`src/design/bslk_pkg.sv`:
```
// constants, states and lockout causes of the burner lockout sequencer
package bslk_pkg;
    // ------------------------------------------------------------
    // clock and time base
    // ------------------------------------------------------------
    localparam int unsigned CLK_HZ       = 200_000_000;
    localparam int unsigned TICK_HZ      = 1000;            // one tick per millisecond
    localparam int unsigned TICK_CYC     = CLK_HZ / TICK_HZ;
    localparam int          MS_W         = 17;
    // ------------------------------------------------------------
    // phase times in milliseconds
    // ------------------------------------------------------------
    localparam logic [16:0] AIR_WAIT_MS  = 17'd60000;       // air switch must close
    localparam logic [16:0] PURGE_MS     = 17'd24000;       // purge_interval
    localparam logic [16:0] PREIGN_MS    = 17'd3000;
    localparam logic [16:0] SAFETY_MS    = 17'd3000;        // flame_safety_interval
    localparam logic [16:0] FAN_PULSE_MS = 17'd2500;        // quick fan run, 2 to 3 s
    localparam logic [16:0] QUICK_MS     = 17'd10000;       // quick lockout pause
    localparam logic [16:0] HOLD_MS      = 17'd3000;        // long press of reset
    localparam logic [16:0] SETTLE_MS    = 17'd1;
    // ------------------------------------------------------------
    // lamp pattern in lockout, milliseconds
    // ------------------------------------------------------------
    localparam logic [16:0] LAMP_ON_MS   = 17'd10000;
    localparam logic [16:0] LAMP_DARK_MS = 17'd600;
    localparam logic [16:0] LAMP_CODE_MS = 17'd1200;
    localparam logic [16:0] BLINK_MS     = 17'd150;         // one code pulse period
    localparam logic [16:0] BLINK_ON_MS  = 17'd75;
    // ------------------------------------------------------------
    // register port
    // ------------------------------------------------------------
    localparam int          ADDR_W       = 4;
    localparam logic [3:0]  REG_CTRL     = 4'h0;
    localparam logic [3:0]  REG_STATUS   = 4'h4;
    localparam int          CTRL_RESET   = 0;
    localparam int          CTRL_LOCK    = 1;
    localparam int          ST_STATE_LSB = 0;
    localparam int          ST_CAUSE_LSB = 4;
    localparam int          ST_LOCKED    = 7;
    // ------------------------------------------------------------
    // states, gray along the normal start path
    // ------------------------------------------------------------
    typedef enum logic [3:0] {
        ST_INIT     = 4'h0,
        ST_IDLE     = 4'h1,
        ST_WAIT_AIR = 4'h3,
        ST_PURGE    = 4'h2,
        ST_PREIGN   = 4'h6,
        ST_SAFETY   = 4'h7,
        ST_RUN      = 4'h5,
        ST_LOCKOUT  = 4'h4,
        ST_QFAN     = 4'hC,
        ST_QWAIT    = 4'hD,
        ST_RFAN     = 4'hF,
        ST_PFAN     = 4'hE,
        ST_UNDERV   = 4'hA
    } bslk_state_t;
    typedef enum logic [2:0] {
        CS_NONE        = 3'h0,
        CS_SAFETY      = 3'h1,
        CS_STRAY       = 3'h2,
        CS_AIR_CLOSED  = 3'h3,
        CS_AIR_TIMEOUT = 3'h4,
        CS_AIR_OPEN    = 3'h5,
        CS_FLAME_LOSS  = 3'h6,
        CS_MANUAL      = 3'h7
    } bslk_cause_t;
endpackage

```
`src/design/bslk_sequencer.sv`:
```
// burner safety lockout sequencer: phase control, lockout, lamp code
// ----------------------------------------------------------------
// Notes on behaviour
// - start only while mains above start threshold
// - mains below drop threshold in start-up, run or quick fan run forces undervoltage stop
// - undervoltage restarts itself when mains recovers
// - no flame after safety time locks out
// - flame loss while running locks out
// - air switch opening in purge/run locks out
// - closed air switch at start: fan, quick lockout
// - quick lockout ends after 10 s, retry
// - retry: still closed locks, open proceeds
// - lockout holds cause until reset request
// - stored lockout survives power, fan then relock
// - air switch 60 s timeout or reopen locks
// - end of purge: open switch or flame locks
// - thermostat open prevents burner start
// - remote terminal gives reset and lockout
// - reset held over 3 s during start-up or run forces manual lockout
// - lockout lamp lit, coded break every 11.8 s
// - reset while locked restarts start-up
// ----------------------------------------------------------------
//
// Implementation choices: the strobed register port and the register offsets.
module bslk_sequencer
    import bslk_pkg::*;
#(
    parameter int unsigned TICK_CYCLES = bslk_pkg::TICK_CYC
)(
    input  wire logic                     ref_clk,
    input  wire logic                     sys_rst,
    input  wire logic                     mains_above_start,
    input  wire logic                     mains_above_drop,
    input  wire logic                     thermostat_closed,
    input  wire logic                     air_flow_switch,
    input  wire logic                     flame_present,
    input  wire logic                     reset_button,
    input  wire logic                     remote_lockout_input,
    input  wire logic [2:0]               stored_cause,
    input  wire logic [bslk_pkg::ADDR_W-1:0] reg_addr,
    input  wire logic [31:0]              reg_wdata,
    input  wire logic                     reg_wr,
    input  wire logic                     reg_rd,
    output logic [31:0]                   reg_rdata,
    output logic                          fan_motor,
    output logic                          ignition,
    output logic                          fuel_valve,
    output logic                          lamp,
    output logic                          alarm,
    output logic [2:0]                    nv_cause
);
    import bslk_pkg::*;

    // ------------------------------------------------------------
    // input synchronisers
    // ------------------------------------------------------------
    localparam int NSYNC = 10;
    logic [NSYNC-1:0] sync_a;
    logic [NSYNC-1:0] sync_b;
    logic             start_ok;
    logic             drop_ok;
    logic             thermo;
    logic             air;
    logic             flame;
    logic             button;
    logic [2:0]       stored;

    // two flops on every pin; only sync_b is looked at
    always_ff @(posedge ref_clk or posedge sys_rst)
    begin
        if (sys_rst)
        begin
            sync_a <= '0;
            sync_b <= '0;
        end
        else
        begin
            sync_a <= {stored_cause, remote_lockout_input, reset_button, flame_present,
                       air_flow_switch, thermostat_closed, mains_above_drop,
                       mains_above_start};
            sync_b <= sync_a;
        end
    end

    assign start_ok = sync_b[0];
    assign drop_ok  = sync_b[1];
    assign thermo   = sync_b[2];
    assign air      = sync_b[3];
    assign flame    = sync_b[4];
    assign button   = sync_b[5] | sync_b[6];
    assign stored   = sync_b[9:7];

    // ------------------------------------------------------------
    // millisecond tick
    // ------------------------------------------------------------
    localparam int PW = $clog2(TICK_CYCLES + 1);
    localparam logic [PW-1:0] PRE_LAST = PW'(TICK_CYCLES - 1);
    logic [PW-1:0] pre_cnt;
    logic          tick;

    // prescaler keeps every phase timer a plain ms count
    always_ff @(posedge ref_clk or posedge sys_rst)
    begin
        if (sys_rst)
        begin
            pre_cnt <= '0;
            tick    <= 1'b0;
        end
        else
        begin
            tick    <= (pre_cnt == PRE_LAST);
            pre_cnt <= (pre_cnt == PRE_LAST) ? '0 : pre_cnt + 1'b1;
        end
    end

    // ------------------------------------------------------------
    // reset button and register requests
    // ------------------------------------------------------------
    logic             button_q;
    logic [MS_W-1:0]  hold_ms;
    logic             release_short;
    logic             release_long;
    logic             soft_reset;
    logic             soft_lock;

    // hold time saturates so a very long press stays long
    always_ff @(posedge ref_clk or posedge sys_rst)
    begin
        if (sys_rst)
        begin
            button_q <= 1'b0;
            hold_ms  <= '0;
        end
        else
        begin
            button_q <= button;
            if (!button)
                hold_ms <= '0;
            else if (tick && hold_ms < HOLD_MS)
                hold_ms <= hold_ms + 1'b1;
        end
    end

    assign release_long  = button_q && !button && hold_ms >= HOLD_MS;
    assign release_short = button_q && !button && hold_ms <  HOLD_MS;
    assign soft_reset    = reg_wr && reg_addr == REG_CTRL && reg_wdata[CTRL_RESET];
    assign soft_lock     = reg_wr && reg_addr == REG_CTRL && reg_wdata[CTRL_LOCK];

    // ------------------------------------------------------------
    // sequencer
    // ------------------------------------------------------------
    bslk_state_t     state;
    bslk_state_t     next_state;
    bslk_cause_t     cause;
    bslk_cause_t     next_cause;
    logic [MS_W-1:0] phase_ms;
    logic            any_reset;
    logic            manual_lock;
    logic            sequencing;

    function automatic logic elapsed(input logic [MS_W-1:0] now, input logic [MS_W-1:0] lim);
        elapsed = now >= lim;
    endfunction

    assign any_reset   = release_short || release_long || soft_reset;
    assign sequencing  = state inside {ST_WAIT_AIR, ST_PURGE, ST_PREIGN, ST_SAFETY, ST_RUN};
    assign manual_lock = (release_long || soft_lock) && sequencing;

    // next state and cause
    always_comb
    begin
        next_state = state;
        next_cause = cause;
        unique case (state)
            ST_INIT:
                if (elapsed(phase_ms, SETTLE_MS))
                begin
                    next_cause = bslk_cause_t'(stored);
                    next_state = (stored != CS_NONE) ? ST_PFAN : ST_IDLE;
                end
            ST_PFAN:
                if (elapsed(phase_ms, FAN_PULSE_MS))
                    next_state = ST_LOCKOUT;
            ST_IDLE:
                if (start_ok && thermo)
                    next_state = air ? ST_QFAN : ST_WAIT_AIR;
            ST_QFAN:
                if (elapsed(phase_ms, FAN_PULSE_MS))
                    next_state = ST_QWAIT;
            ST_QWAIT:
                if (elapsed(phase_ms, QUICK_MS))
                    next_state = ST_RFAN;
            ST_RFAN:
                if (elapsed(phase_ms, FAN_PULSE_MS))
                begin
                    if (air)
                    begin
                        next_state = ST_LOCKOUT;
                        next_cause = CS_AIR_CLOSED;
                    end
                    else
                        next_state = ST_WAIT_AIR;
                end
            ST_WAIT_AIR:
                if (air)
                    next_state = ST_PURGE;
                else if (elapsed(phase_ms, AIR_WAIT_MS))
                begin
                    next_state = ST_LOCKOUT;
                    next_cause = CS_AIR_TIMEOUT;
                end
            ST_PURGE:
                if (!air)
                begin
                    next_state = ST_LOCKOUT;
                    next_cause = CS_AIR_OPEN;
                end
                else if (elapsed(phase_ms, PURGE_MS))
                begin
                    if (flame)
                    begin
                        next_state = ST_LOCKOUT;
                        next_cause = CS_STRAY;
                    end
                    else
                        next_state = ST_PREIGN;
                end
            ST_PREIGN:
                if (!air)
                begin
                    next_state = ST_LOCKOUT;
                    next_cause = CS_AIR_OPEN;
                end
                else if (elapsed(phase_ms, PREIGN_MS))
                    next_state = ST_SAFETY;
            ST_SAFETY:
                if (!air)
                begin
                    next_state = ST_LOCKOUT;
                    next_cause = CS_AIR_OPEN;
                end
                else if (elapsed(phase_ms, SAFETY_MS))
                begin
                    if (flame)
                        next_state = ST_RUN;
                    else
                    begin
                        next_state = ST_LOCKOUT;
                        next_cause = CS_SAFETY;
                    end
                end
            ST_RUN:
                if (!air)
                begin
                    next_state = ST_LOCKOUT;
                    next_cause = CS_AIR_OPEN;
                end
                else if (!flame)
                begin
                    next_state = ST_LOCKOUT;
                    next_cause = CS_FLAME_LOSS;
                end
                else if (!thermo)
                    next_state = ST_IDLE;                    // controlled shutdown
            ST_UNDERV:
                if (start_ok)
                    next_state = ST_IDLE;
            ST_LOCKOUT:
                if (any_reset)
                begin
                    next_state = ST_IDLE;
                    next_cause = CS_NONE;
                end
            default:
                next_state = ST_INIT;
        endcase
        // manual lockout outranks phase faults; undervoltage outranks both
        if (manual_lock)
        begin
            next_state = ST_LOCKOUT;
            next_cause = CS_MANUAL;
        end
        if (!drop_ok && (sequencing || state inside {ST_QFAN, ST_RFAN}))
        begin
            next_state = ST_UNDERV;
            next_cause = cause;
        end
    end

    // state, cause and phase timer
    always_ff @(posedge ref_clk or posedge sys_rst)
    begin
        if (sys_rst)
        begin
            state    <= ST_INIT;
            cause    <= CS_NONE;
            phase_ms <= '0;
        end
        else
        begin
            state <= next_state;
            cause <= next_cause;
            if (next_state != state)
                phase_ms <= '0;
            else if (tick && phase_ms < AIR_WAIT_MS)
                phase_ms <= phase_ms + 1'b1;
        end
    end

    // ------------------------------------------------------------
    // lockout lamp pattern
    // ------------------------------------------------------------
    localparam logic [MS_W-1:0] CODE_START = LAMP_ON_MS + LAMP_DARK_MS;
    localparam logic [MS_W-1:0] LAMP_LAST  = CODE_START + LAMP_CODE_MS - 1'b1;
    logic [MS_W-1:0] lamp_ms;
    logic [MS_W-1:0] code_ms;
    logic [MS_W-1:0] blink_ms;
    logic [MS_W-1:0] code_len;
    logic            code_lit;

    // lamp cycle restarts each time lockout is entered
    always_ff @(posedge ref_clk or posedge sys_rst)
    begin
        if (sys_rst)
            lamp_ms <= '0;
        else if (state != ST_LOCKOUT)
            lamp_ms <= '0;
        else if (tick)
            lamp_ms <= (lamp_ms == LAMP_LAST) ? '0 : lamp_ms + 1'b1;
    end

    // cause is shown as that many short pulses in the code window
    assign code_ms  = lamp_ms - CODE_START;
    assign blink_ms = code_ms % BLINK_MS;
    assign code_len = MS_W'(cause) * BLINK_MS;
    assign code_lit = lamp_ms >= CODE_START && code_ms < code_len && blink_ms < BLINK_ON_MS;

    // ------------------------------------------------------------
    // relay and indicator outputs
    // ------------------------------------------------------------
    // all loads drop in undervoltage, lockout and idle
    always_ff @(posedge ref_clk or posedge sys_rst)
    begin
        if (sys_rst)
        begin
            fan_motor  <= 1'b0;
            ignition   <= 1'b0;
            fuel_valve <= 1'b0;
            lamp       <= 1'b0;
            alarm      <= 1'b0;
            nv_cause   <= CS_NONE;
        end
        else
        begin
            fan_motor  <= sequencing || state inside {ST_QFAN, ST_RFAN, ST_PFAN};
            ignition   <= state inside {ST_PREIGN, ST_SAFETY};
            fuel_valve <= state inside {ST_SAFETY, ST_RUN};
            lamp       <= (state == ST_LOCKOUT) ? (lamp_ms < LAMP_ON_MS || code_lit)
                                                : (state == ST_RUN);
            alarm      <= (state == ST_LOCKOUT);
            nv_cause   <= cause;                            // kept by the memory outside
        end
    end

    // ------------------------------------------------------------
    // register read port
    // ------------------------------------------------------------
    // control bits are pulses, so the control word reads as zero
    always_ff @(posedge ref_clk or posedge sys_rst)
    begin
        if (sys_rst)
            reg_rdata <= '0;
        else if (reg_rd && reg_addr == REG_STATUS)
        begin
            reg_rdata                           <= '0;
            reg_rdata[ST_STATE_LSB +: 4]        <= state;
            reg_rdata[ST_CAUSE_LSB +: 3]        <= cause;
            reg_rdata[ST_LOCKED]                <= (state == ST_LOCKOUT);
        end
        else
            reg_rdata <= '0;
    end
endmodule

```
`config.mk`:
```
export PLATFORM = sky130hd
export DESIGN_NAME = bslk_sequencer
export DESIGN_NICKNAME = d
export VERILOG_FILES = /design/src/design/bslk_pkg.sv /design/src/design/bslk_sequencer.sv
export SDC_FILE = /design/constraint.sdc
export NUM_CORES = 1
export LEC_CHECK = 0
export BUFFER_PORTS_ARGS = -buffer_cell sky130_fd_sc_hd__buf_2
export CORE_MARGIN = 2
export CORE_UTILIZATION = 66
export DETAILED_ROUTE_END_ITERATION = 6
export HOLD_SLACK_MARGIN = 0.12
export MAX_ROUTING_LAYER = met4
export PLACE_DENSITY = 0.87
export SYNTH_ARGS = -nofsm -noshare
export SYNTH_HDL_FRONTEND = slang
export SYNTH_SLANG_ARGS = --single-unit
export TNS_END_PERCENT = 50
```
`constraint.sdc`:
```
create_clock -name ref_clk -period 22.3 [get_ports ref_clk]
set_clock_uncertainty 0.15 [all_clocks]
set_input_delay 1.115 -clock ref_clk [delete_from_list [all_inputs] [get_ports ref_clk]]
set_output_delay 1.115 -clock ref_clk [all_outputs]
set_load 0.05 [all_outputs]
```
==> metrics.yaml <==
floorplanning:
  chipHeight_um: 127.9
  initial_utilization_pct: 67.13
  fp.coreArea_mm2: 0.01509
  die_width_um: 127.9
  die_area_mm2: 0.01635
  row_count: 45
  io_pins: 90
setup_path:
  critical_path.max_fanout: 24
  worst_path_largest_cell_delay_ns: 0.84
  worst-setup-path-type: "reg -> reg"
  critPathCaptureType: "flip-flop"
  startpoint_type: "flip-flop"
  crit_required_ns: 22.39
  arrival_ns: 11.55
  critPathSlowestCell: "dfrtp_1"
  cp.buffers_inverters: 2
  crit_family: "compound AO/OA/AOI/OAI gates"
timing:
  setup-tns-final_ns: 0
  final.hold.worst_slack_ns: 0.1966
  rsz0062_at_grt: "false"
  fin_max_slew_vios: 0
  period_share_pct: 51.36
  slew_at_the_pin_closest_to_its_max_slew_limit_ns: 1.216
  highest_clock_rate_mhz: 87.32
  slew-limit-headroom_pct: 16.83
  report.final.hold_viol_count: 0
  setup_viol: 0
  crit_path_time_final_ns: 11.45
routing:
  drt_first_pass_iters: 5
  drt-wirelength-per-cell_um: 16.75
  drt_drc_violations_left: 0
  routed_via_density: 6.594
  route.vias.total: 9495
  route.final.wire_length_um: 24120
  drt_first_iter_violations: 807
  drt.antenna.violating_nets: 0
placement:
  port_buffers: 35
  gp_congestion: 0.9438
  hpwl_um: 16790
global_routing:
  first_global_vias: 8719
  most_used_routing_layer_in_global_routing: "met2"
  use_met2_pct: 52.03
  groute.usage.overall_pct: 30.79
  met3_usage_pct: 3.715
  met1_layer_usage_reported_by_global_route_pct: 39.13
  grt_start_max_net_pins: 62
  grt_pass1_wl_um: 40850
  grt_remaining_overflow: 0
  grt_antenna_before_repair: 0
power_and_ir_drop:
  powerDensity_mw_per_mm2: 63.31
  worst_ir_drop_vdd_v: 0.00007851
  power_report.internal_total_mw: 0.4370
  cellLeakagePower_nw: 4.613
  power_frac_comb_pct: 25.6
  power_total_mw: 0.6844
  power.sequential.fraction_pct: 35.9
  power.clock.fraction_pct: 38.5
  power.net_switching_mw: 0.2474
  power.switching_fraction_pct: 36.15
logic_synthesis:
  synth_area_mm2: 0.01013
  synth-edff-count: 0
  ys.warnings.count: 0
  postSynthCellCount: 1239
  ys_dominant_reg_cell: "dfrtp_1"
  synth.avg_cell_area_um2: 8.176
  synthesis_stage_register_bit_count: 114
  proportion_of_synthesized_chip_area_in_sequential_cells_pct: 28.16
  postSynth.asyncResetShare_pct: 100.0
  synthDistinctLibCells: 115
clock_network:
  cts.reportedPaths.clkPinSlew_ns: 0.05
  cts_buffer_depth: 2
  postCtsHoldBufs: 0
  numClockSinks: 114
  cts.htree.levels: 4
  cts_setup_buffers: 0
  numCtsBuffers: 17
  worst_skew_pair.late_latency_ns: 0.41
  cts_resized: 0
  tritoncts: "yes"
  clk_root_buffer_cell: "clkbuf_16"
finish:
  layout-drive-gt1-share_pct: 11.02
  layout_commonest_cell: "nor2_1"
  filler_cell_count: 1162
  sequential_cell_area_mm2: 0.002853
  multi_input_area_mm2: 0.006761
  nNetsFinal: 1320
  diodes_inserted: 0
  layout-area-overhead-vs-synth_pct: 6.707
  utilization_pct: 71.63
  layout_common_cells: "nor2_1 (137), dfrtp_1 (114), nand2_1 (94)"
outcome:
  status: "complete, no violations"
min_path:
  hp-class: "reg -> reg"
flow_run:
  max_cap_violations: 0
-- sequential cells by signal (all words and copies together) (netlist names), 3 cells and up --
register,count
hold_ms,17
reg_rdata,8
cause,3
state,4
pre_cnt,18
phase_ms,17
nv_cause,3
lamp_ms,17
sync_b,10
sync_a,10
-- power by group through the flow --
stage               Combinational [mW]  Clock [mW]  Sequential [mW]
detailed placement               0.171           0            0.248
global placement                 0.167           0            0.247
global route                     0.197       0.275            0.247
floorplan                        0.133           0            0.248
CTS                              0.174       0.265            0.244
finish                           0.176       0.263            0.245
-- cell families after synthesis --
| family | Yosys count | share of synthesized area (%) |
|---|---|---|
| AO/OA/AOI/OAI | 348 | 25.19 |
| XOR/XNOR | 92 | 8.399 |
| adder cells (fa/ha/maj) | 34 | 4.175 |
| buffers and inverters | 125 | 5.941 |
| flip-flops | 114 | 28.16 |
| multiplexers | 26 | 2.754 |
| other | 1 | 0.03702 |
| AND/OR/NAND/NOR | 499 | 25.35 |
-- per-stage QoR --
step / worst slack, ns / area, µm² / cells
after floorplan: 13.01 / 10220 / 1262
after global routing: 10.06 / 10810 / 1440
after CTS: 11.02 / 10810 / 1440
final: 10.85 / 10810 / 1440
after global placement: 11.32 / 10230 / 1409
after detailed placement: 11.13 / 10230 / 1409
-- worst paths after layout --
kind / startpoint / slack (ns) / cells past startpoint / endpoint
worst max-delay path: lamp_ms[3] / 10.85 / 35 / lamp
worst min-delay path: sync_a[7] / 0.20 / 0 / sync_b[7]
worst max register to register: lamp_ms[3] / 10.85 / 35 / lamp
worst min register to register: sync_a[7] / 0.20 / 0 / sync_b[7]
max in group asynchronous: sys_rst / 20.16 / 3 / lamp_ms[13]
min in group asynchronous: sys_rst / 0.66 / 2 / sync_a[6]
-- routing by layer --
| layer | part of all wire [%] | routed length, µm |
|---|---|---|
| met5 | 0 | 0 |
| met2 | 50 | 11980 |
| met3 | 5.3 | 1267 |
| met1 | 43 | 10390 |
| met4 | 2.0 | 478 |
-- synth_stat cells, types with 20 or more instances --
cell type,instances,area share (%)
nand2_1,94,3.5
nand4_1,21,1.3
and3_1,22,1.4
buf_4,29,2.1
xor2_1,34,2.9
xnor2_1,52,4.5
o21ai_0,63,3.1
a21oi_1,63,3.1
nor3_1,53,2.6
nor2_1,137,5.1
dfrtp_1,114,28
clkbuf_1,35,1.3
nand3_1,46,2.3
ha_1,29,3.6
inv_1,40,1.5
or3_1,20,1.2
-- final cells by class --
cell class	instances	area share [%]
well taps	188	2.176
clock buffers	17	3.936
flip-flops and latches	114	26.39
clock inverters	14	1.459
repair buffers	39	1.898
inverters	45	1.586
multi-input cells	1023	62.55
(Power assumes the default switching activity.)
